==> src/core/rx_part_defines.svh <==
// register indices, field layout, reset values and depth bases for the
// receive bank shaping block; included by the package and the top module
`ifndef RX_PART_DEFINES_SVH
`define RX_PART_DEFINES_SVH

// ----------------------------------------
// register indices (byte address = index * 4)
// ----------------------------------------
`define IDX_CNT_CORE_A    18'h3_0906
`define IDX_WID_CORE_A    18'h3_0907
`define IDX_STAT_CORE_A   18'h3_0908
`define IDX_CNT_CORE_B    18'h3_0a06
`define IDX_WID_CORE_B    18'h3_0a07
`define IDX_STAT_CORE_B   18'h3_0a08

// ----------------------------------------
// field layout and reset values
// ----------------------------------------
`define BANK_FIELD_W      2
`define STAT_OK_BIT       0
`define CFG_RESET         8'h00

// ----------------------------------------
// depths in bytes for 32-bit mode, one partition
// ----------------------------------------
`define DATA_DEPTH_BASE   14'h0800
`define CTRL_DEPTH_BASE   12'h0200

`endif

==> src/core/rx_part_pkg.sv <==
// types and shared arithmetic for the receive bank shaping block
// assumes rx_part_defines.svh is on the include path
package rx_part_pkg;
	`include "rx_part_defines.svh"

	typedef enum logic [1:0] {
		WIDTH_32,
		WIDTH_64,
		WIDTH_128,
		WIDTH_RSVD
	} width_mode_type;

	typedef struct packed {
		logic           valid;
		width_mode_type width;
		logic [1:0]     count;
		logic [13:0]    data_depth;
		logic [11:0]    ctrl_depth;
		logic [2:0]     fifo_sel;
	} bank_shape_type;

	// wider bank doubles, more partitions halve
	function automatic logic [13:0] depth_scale(input logic [13:0] base,
		input logic [1:0] w, input logic [1:0] c);
		logic [15:0] t;
		t = {2'b00, base} << w;
		t = t >> c;
		return t[13:0];
	endfunction : depth_scale
endpackage : rx_part_pkg

==> src/core/bank_shape_decode.sv <==
// decodes one bank's width and partition-count fields into its shape
// assumes the fields come from registers; purely combinational
`timescale 1ns/10ps
`default_nettype none
`include "rx_part_defines.svh"
module bank_shape_decode
	import rx_part_pkg::*;
(
	// configuration fields
	input  wire logic [1:0] width_code,
	input  wire logic [1:0] count_code,
	// fabric side
	input  wire logic [2:0] fifo_addr,
	// result
	output var bank_shape_type shape
);
	always_comb begin
		shape.valid = (width_code != 2'b11); // RULE1
		shape.width = width_mode_type'(width_code); // RULE1
		shape.count = count_code; // RULE2
		shape.data_depth = 14'h0000;
		shape.ctrl_depth = 12'h000;
		if (shape.valid) begin
			shape.data_depth = depth_scale(`DATA_DEPTH_BASE, width_code, count_code); // RULE9
			shape.ctrl_depth = 12'(depth_scale({2'b00, `CTRL_DEPTH_BASE}, width_code,
				count_code)); // RULE9
		end
		// address bits beyond the partition count are dropped
		case (count_code)
			2'b00: shape.fifo_sel = 3'b000; // RULE8
			2'b01: shape.fifo_sel = {2'b00, fifo_addr[0]}; // RULE8
			2'b10: shape.fifo_sel = {1'b0, fifo_addr[1:0]}; // RULE8
			default: shape.fifo_sel = fifo_addr; // RULE8
		endcase
	end
endmodule : bank_shape_decode
`default_nettype wire

==> src/core/rx_buffer_partition_config.sv <==
// receive bank shaping registers for both interface cores, with an
// Avalon-MM slave; assumes a synchronous master on core_clk
//
// Added by the designer: the Avalon-MM slave port.
`timescale 1ns/10ps
`default_nettype none
`include "rx_part_defines.svh"

// Functional notes
// RULE1: width field 00 gives 32-bit, 01 64-bit, 10 128-bit bank.
// RULE2: count field 00/01/10/11 gives 1/2/4/8 equal virtual FIFOs.
// RULE3: bank 0 field in bits 1:0, bank 1 in bits 3:2, independent.
// RULE4: bank 2 field in bits 5:4, bank 3 in bits 7:6.
// RULE5: count register uses the same bit positions, bank 0 in 1:0.
// RULE6: each core has its own width and count registers.
// RULE7: software pairs banks identically in 64-bit and 128-bit modes.
// RULE8: fifo read address picks partition; ignored with one partition.
// RULE9: depths double per width step and halve per count doubling.
module rx_buffer_partition_config
	import rx_part_pkg::*;
(
	// clock and reset
	input  wire logic                       core_clk,
	input  wire logic                       rst_b,
	// avalon-mm slave
	input  wire logic [19:0]                address,
	input  wire logic                       read,
	input  wire logic                       write,
	input  wire logic [31:0]                writedata,
	input  wire logic [3:0]                 byteenable,
	output logic      [31:0]                readdata,
	output logic                            waitrequest,
	// fabric read addresses, per core and bank
	input  wire logic [1:0][3:0][2:0]       fifo_addr,
	// bank shapes and pairing check, per core
	output var bank_shape_type [1:0][3:0]   bank_shape,
	output logic      [1:0]                 cfg_ok
);
	typedef struct packed {
		logic                      waitreq;
		logic [31:0]               rdata;
		logic [1:0][7:0]           width;
		logic [1:0][7:0]           count;
		bank_shape_type [1:0][3:0] shape;
		logic [1:0]                ok;
	} cfg_state_type;

	cfg_state_type             state_r;
	cfg_state_type             state_nxt;
	bank_shape_type [1:0][3:0] dec_shape;

	// ----------------------------------------
	// helpers
	// ----------------------------------------
	function automatic logic mode_ok(input logic [7:0] w, input logic [7:0] c);
		logic ok;
		ok = 1'b1;
		if (w[1:0] == 2'b10 || w[3:2] == 2'b10 || w[5:4] == 2'b10 || w[7:6] == 2'b10) begin
			ok = (w == 8'haa) && (c == {4{c[1:0]}});
		end else begin
			if (w[1:0] == 2'b01 || w[3:2] == 2'b01) begin
				ok = ok && (w[3:0] == 4'h5) && (c[3:2] == c[1:0]);
			end
			if (w[5:4] == 2'b01 || w[7:6] == 2'b01) begin
				ok = ok && (w[7:4] == 4'h5) && (c[7:6] == c[5:4]);
			end
		end
		for (int i = 0; i < 4; i++) begin
			if (w[2*i +: 2] == 2'b11) begin
				ok = 1'b0;
			end
		end
		return ok;
	endfunction : mode_ok

	function automatic logic [31:0] read_value(input logic [19:0] a, input cfg_state_type s);
		logic [31:0] v;
		v = 32'h0000_0000;
		if (a[19:2] == `IDX_CNT_CORE_A) begin
			v[7:0] = s.count[0];
		end else if (a[19:2] == `IDX_WID_CORE_A) begin
			v[7:0] = s.width[0];
		end else if (a[19:2] == `IDX_STAT_CORE_A) begin
			v[`STAT_OK_BIT] = s.ok[0];
		end else if (a[19:2] == `IDX_CNT_CORE_B) begin
			v[7:0] = s.count[1];
		end else if (a[19:2] == `IDX_WID_CORE_B) begin
			v[7:0] = s.width[1];
		end else if (a[19:2] == `IDX_STAT_CORE_B) begin
			v[`STAT_OK_BIT] = s.ok[1];
		end
		return v;
	endfunction : read_value

	// ----------------------------------------
	// per-bank decoders
	// ----------------------------------------
	for (genvar c = 0; c < 2; c++) begin : g_core
		for (genvar b = 0; b < 4; b++) begin : g_bank
			bank_shape_decode i_bank_shape_decode (
				.width_code (state_r.width[c][2*b +: `BANK_FIELD_W]), // RULE3 RULE4
				.count_code (state_r.count[c][2*b +: `BANK_FIELD_W]), // RULE5
				.fifo_addr  (fifo_addr[c][b]),
				.shape      (dec_shape[c][b])
			);
		end
	end

	// ----------------------------------------
	// next state
	// ----------------------------------------
	// two-cycle answer: waitrequest drops one edge after the request,
	// and the write lands on the edge that sees it low
	always_comb begin
		state_nxt = state_r;
		state_nxt.shape = dec_shape;
		for (int c = 0; c < 2; c++) begin
			state_nxt.ok[c] = mode_ok(state_r.width[c], state_r.count[c]);
		end
		if ((read || write) && state_r.waitreq) begin
			state_nxt.waitreq = 1'b0;
			state_nxt.rdata = read ? read_value(address, state_r) : 32'h0000_0000;
		end else begin
			state_nxt.waitreq = 1'b1;
		end
		if (write && !state_r.waitreq && byteenable[0]) begin
			if (address[19:2] == `IDX_CNT_CORE_A) begin
				state_nxt.count[0] = writedata[7:0]; // RULE6
			end else if (address[19:2] == `IDX_WID_CORE_A) begin
				state_nxt.width[0] = writedata[7:0]; // RULE6
			end else if (address[19:2] == `IDX_CNT_CORE_B) begin
				state_nxt.count[1] = writedata[7:0]; // RULE6
			end else if (address[19:2] == `IDX_WID_CORE_B) begin
				state_nxt.width[1] = writedata[7:0]; // RULE6
			end
		end
	end

	always_ff @(posedge core_clk) begin
		if (!rst_b) begin
			state_r <= '0;
			state_r.waitreq <= 1'b1;
			state_r.width <= {2{`CFG_RESET}};
			state_r.count <= {2{`CFG_RESET}};
		end else begin
			state_r <= state_nxt;
		end
	end

	assign readdata    = state_r.rdata;
	assign waitrequest = state_r.waitreq;
	assign bank_shape  = state_r.shape;
	assign cfg_ok      = state_r.ok;
endmodule : rx_buffer_partition_config
`default_nettype wire

==> config.mk <==
export PLATFORM = sky130hd
export DESIGN_NAME = rx_buffer_partition_config
export DESIGN_NICKNAME = d
export VERILOG_FILES = /design/src/core/rx_part_pkg.sv /design/src/core/bank_shape_decode.sv /design/src/core/rx_buffer_partition_config.sv
export VERILOG_INCLUDE_DIRS = /design/src /design/src/core
export SDC_FILE = /design/constraint.sdc
export NUM_CORES = 1
export LEC_CHECK = 0
export BUFFER_PORTS_ARGS = -buffer_cell sky130_fd_sc_hd__buf_2
export CAP_MARGIN = 15
export CORE_MARGIN = 10
export CORE_UTILIZATION = 42
export CTS_BUF_LIST = sky130_fd_sc_hd__clkbuf_4
export CTS_CLUSTER_DIAMETER = 100
export DETAILED_ROUTE_END_ITERATION = 7
export PLACE_DENSITY = 0.89
export SLEW_MARGIN = 10
export SYNTH_ARGS = -nofsm -noshare
export SYNTH_HDL_FRONTEND = slang
export SYNTH_SLANG_ARGS = --single-unit
==> constraint.sdc <==
create_clock -name core_clk -period 2.1 [get_ports core_clk]
set_clock_uncertainty 0.2 [all_clocks]
set_input_delay 0.315 -clock core_clk [delete_from_list [all_inputs] [get_ports core_clk]]
set_output_delay 0.315 -clock core_clk [all_outputs]
set_load 0.05 [all_outputs]
Word-level counts from Yosys, hierarchy flattened
Index checks and enable logic that the tools add are counted.
{"block": "word_totals", "reg_bits": 339, "word_cells": 229, "out_inout_bits": 307}
{"block": "classes", "n_shift": 32, "n_eq_ne": 66, "muxes": 26, "reduce_logical": 45, "bitwise": 4}
{"cell": "$shl 10x2->16 const A", "count": 8}
{"cell": "$shl 12x2->16 const A", "count": 8}
{"cell": "$shr 16x2->12", "count": 8}
{"cell": "$shr 16x2->14", "count": 8}
{"cell": "$eq 18x18->1 const B", "count": 6}
{"cell": "$pmux 3 s3", "count": 8}
{"cell": "$eq 2x2->1 const B", "count": 24}
{"cell": "$eq 2x1->1 const B", "count": 16}
{"cell": "$mux 8", "count": 4}
{"cell": "$reduce_and 2->1", "count": 9}
{"cell": "$eq 4x3->1 const B", "count": 4}
{"cell": "$eq 8x8->1 const B", "count": 2}
{"cell": "$logic_not 2->1", "count": 8}
{"cell": "$ne 2x2->1 const B", "count": 8}
{"cell": "$mux 7", "count": 2}
{"cell": "$eq 6x6->1", "count": 2}
{"cell": "$mux 1", "count": 12}
{"cell": "$logic_and 1x1->1", "count": 11}
{"cell": "$logic_or 1x1->1", "count": 11}
{"cell": "$reduce_or 5->1", "count": 2}
{"cell": "$eq 2x2->1", "count": 4}
{"cell": "$reduce_and 5->1", "count": 1}
{"cell": "$not 1->1", "count": 4}
{"cell": "$reduce_and 4->1", "count": 1}
{"cell": "2 further kinds", "count": 2}

Logic depth before layout (Yosys ltp)
{"block": "logic_depth", "depth_word": 9, "ltp_mapped": 6, "mapped_depth_nobuf": 5}

Cells and area by module
From an unflattened synthesis, not the netlist that was laid out.
{"block": "unflattened", "hier_cells": 1513, "area_unflattened_um2": 14637.8}
{"module": "rx_buffer_partition_config", "seq_area_each_um2": 6306.0, "area_each_um2": 11885.1, "cells_each": 1129, "n_inst": 1}
{"module": "bank_shape_decode", "seq_area_each_um2": 0.0, "area_each_um2": 344.1, "cells_each": 48, "n_inst": 8}

Worst setup path before layout
Ideal clock, no wire load.
{"block": "synth_timing", "path_kind": "in2reg", "from": "input port address[9]", "to": "register state_r[282] (netlist bit)", "stages": 4, "t_required_ns": 1.828, "setup_time_ns": 0.072, "n_path_buf": 0, "slack_ns": 0.061, "t_arrival_ns": 1.767, "cell_sequence": "or4_4 > or4_4 > nor2_8 > mux2i_1"}
{"block": "synth_between", "elab_chain_cells": 3}
{"element": "start: declaration", "line": "rx_buffer_partition_config.sv:26", "text": "input wire logic [19:0] address,"}
{"element": "$eq 18x18->1 (no source line)"}
{"element": "$not 1->1 (no source line)"}
{"element": "$reduce_and 4->1 (no source line) *"}
{"element": "end signal: assignment", "line": "rx_buffer_partition_config.sv:146", "text": "state_r <= state_nxt;"}
{"element": "end: declaration", "line": "rx_buffer_partition_config.sv:48", "text": "cfg_state_type state_r;"}
Mark *: on every way between the ends. The rest lies on a longest branch, timed or not.
A chain may end at the register's enable or synchronous reset.

Final worst setup path
{"block": "layout_timing", "from": "input port address[11]", "to": "register state_r[281] (netlist bit)"}
{"block": "layout_between", "elab_chain_cells": 2}
{"element": "$eq 18x18->1 (no source line)"}
{"element": "$reduce_and 2->1 (no source line)"}
No other way between the ends.

==> results.md <==
- Status: finished, final reports clean
- Min-Delay Path Class: in2reg
- Synthesized area per cell: 9.12 um^2
- Min Tclk post-route: 1.95 ns
- Final setup fails: 0
- Post-Syn Area: 7160 um^2
- Critical path, cell by cell: dlygate4sd3_1 > buf_2 > or4_1 > buf_4 > nor2_8 > mux2i_1
- Crit-path slowest cell: or4_1
- Clock transition at path regs: 0.13 ns
- Initial DRT Pass Iterations: 4
- Initial Utilization: 43.0%
- First-pass GRT wire length: 30,300 um
- # port buffers: 225
- FP Rows: 47
- Fin. max-slew vios: 0
- DR vias/cell: 4.54
- Sequential Power Share: 52.6%
- Fmax: 513 MHz
- Leakage Power: 4.59 nW
- Clock latency on the worst-skew pair: 0.55 ns
- Area after DPL: 7710 um^2
- Number of flops mapped to enable cells by yosys: 0
- Grt total ovfl: 0
- Largest net degree at the start of global routing: 43
- Cells after Synth: 785
- Via Count: 5,559
- Final Hold Viols: 0
- TNS Setup: 0 ns
- WP data required: 2.38 ns
- CTS Buf Count: 17
- Commonest non-fill, non-tap cell in the layout: buf_2
- Post-CTS Resized: 0
- R2R Setup Slk: 0.27 ns
- Share of cells above drive strength 1: 28.0%
- NetSw: 0.00184 W
- Buf/Inv on CP: 3
- H-tree levels: 4
- CP peak stage delay: 0.59 ns
- #FFs+latches synth: 155
- Drt drc: 0
- Dpl ws: -0.185 ns
- Routed len/inst: 16.8 um
- Initial DRC Count: 281
- Die height: 151 um
- FFs w/ async S/R, synth: 0%
- Int Pwr: 0.00380 W
- Switching Share: 32.7%
- Pwr Total: 0.00564 W
- GP Congestion: 0.903
- Worst Setup SP: address[11]
- WHS Endpoint: bank_shape[31]$_SDFF_PN0_
- Critical path peak fanout: 8
- Post-synthesis cell type count: 45
- Top delay family on crit path: buffers and inverters
- Synth Flop Type: dfxtp_1
- Die area: 22,700 um^2
- Tot GR Track Use: 17.0%
- Synthesis-to-finish area growth: 16.5%
- Clock power share: 31.6%
- Most frequent cells in the layout: 225 x buf_2, 155 x dfxtp_1, 136 x conb_1
- Setup CP Type: in2reg
- R2R Path Start: waitrequest$_SDFF_PN1_
- Clock Path Buffers: 2
- FF-to-FF End: state_r[281]$_SDFFE_PN0P_
- Routed WL: 20,600 um
- RSZ-0062 raised after global routing: false
- Yosys warning total: 0
- Hold Slack: 0.0497 ns
- Fin crit share: 92.8%
- Reg2Reg Depth: 4
- Peak supply drop: 0.289 mV
- Hold wc startpoint: rst_b
- Hold path cells: 4
- ANT nets after route: 0
- Io pins: 391
- Clk sinks: 155
- Critical Path AT: 2.23 ns
- Slew @ Worst Pin: 0.550 ns
- Max-capacitance violation count: 0
- Comb pwr share: 15.8%
- Initial antenna violation count: 2
- CTS root buf: clkbuf_4
- Vias in the first global route: 5,587
- Post-Layout Inst Area: 8340 um^2
- Pwr Density: 676 nW/um^2
- Setup Buffers After CTS: 0
- Die W: 151 um
- Crit. End Element: flop
- Detailed Place HPWL: 16,200 um
- Slew HR: 63.3%
- Post-synthesis sequential area ratio: 43.3%
- Core area: 16,600 um^2
- Nets: 1,074
- Setup ws final: 0.150 ns
- Startpoint Class: primary input
- CTS tree: done
metal layers:
metal  part of all wire [%]  wire [um]  GRT usage (%)  vias to the layer above
li1                       -          -              -                     2674
met1                     39       7930           18.6                     2581
met2                     50      10300           29.8                      276
met3                    9.8       2010           5.76                       28
met4                    1.9        393           6.21                        0
met5                      0          0              0                        -
worst reg2reg max path: stages, from the launching register on:
cell,delay (ns)
dfxtp_1,0.36
nand3b_1,0.20
or4_4,0.52
nor2_8,0.24
mux2i_1,0.23
cell usage after synthesis (all sizes together) (2+ instances only):
master / count / area share [%]
a21boi: 16 / 1.7
a21oi: 17 / 1.2
a222oi: 2 / 0.28
a22o: 7 / 0.86
a22oi: 6 / 0.63
a32oi: 2 / 0.24
and2: 2 / 0.17
and3: 17 / 1.5
buf: 190 / 20
clkbuf: 40 / 2.1
dfxtp: 155 / 43
inv: 37 / 1.9
mux2i: 47 / 6.6
nand2: 53 / 2.8
nand2b: 18 / 1.6
nand3: 5 / 0.42
nand4: 7 / 0.61
nor2: 40 / 2.6
nor2b: 35 / 3.1
nor3: 19 / 1.3
nor3b: 7 / 0.73
nor4: 5 / 0.44
nor4b: 8 / 0.98
o21ai: 6 / 0.42
o22ai: 8 / 0.70
or4: 4 / 0.52
xnor2: 11 / 1.3
xor2: 10 / 1.2
sequential cells by signal, summed over array words and instances (netlist names):
signal       flops
bank_shape     112
state_r         32
readdata         8
cfg_ok           2
waitrequest      1
kinds of logic (layout without fill, tap and decap cells):
kind of cell | count (synthesis) | in the layout | share of synthesized area [%]
other | 1 | 138 | 0.0524
XOR/XNOR | 21 | 21 | 2.57
AO/OA/AOI/OAI | 71 | 71 | 6.81
AND/OR/NAND/NOR | 223 | 223 | 17.0
flip-flops | 155 | 155 | 43.3
buffers and inverters | 267 | 350 | 23.7
multiplexers | 47 | 47 | 6.57
power by group through the flow:
stage / Clock [W] / Combinational (W) / Sequential, W
3_3_place_gp: 0 / 0.000816 / 0.00303
5_1_grt: 0.00196 / 0.000928 / 0.00297
2_1_floorplan: 0 / 0.000842 / 0.00310
4_1_cts: 0.00183 / 0.000874 / 0.00297
3_5_place_dp: 0 / 0.000820 / 0.00303
6_report: 0.00178 / 0.000890 / 0.00297
worst max-delay path by stage:
stage | endpoint | cells past startpoint
2_1_floorplan | state_r[282]$_SDFFE_PN0P_ | 4
3_3_place_gp | state_r[303]$_SDFFE_PN0P_ | 8
3_5_place_dp | state_r[281]$_SDFFE_PN0P_ | 5
4_1_cts | state_r[281]$_SDFFE_PN0P_ | 6
5_1_grt | state_r[281]$_SDFFE_PN0P_ | 6
6_report | state_r[281]$_SDFFE_PN0P_ | 6
through the flow:
stage	utilization (%)	cells
after floorplan	-	920
after global placement	46.3	1156
after detailed placement	46.3	1156
after CTS	50.1	1223
after global routing	50.1	1225
final	50.1	1225
layout make-up:
class / instances / area, um^2
Timing Repair Buffer: 281 / 1670
Multi-Input combinational cell: 498 / 2870
Sequential cell: 155 / 3100
Inverter: 37 / 139
Tap cell: 220 / 275
Fill cell: 1522 / 8300
Antenna cell: 2 / 5.00
Clock buffer: 17 / 128
Clock inverter: 15 / 150
timing repair:
action,in CTS,in global routing
endpoints found under the hold margin,58,0
hold buffers,35,0
endpoints found under the setup margin,0,0
Power figures use the tool's default switching activity.
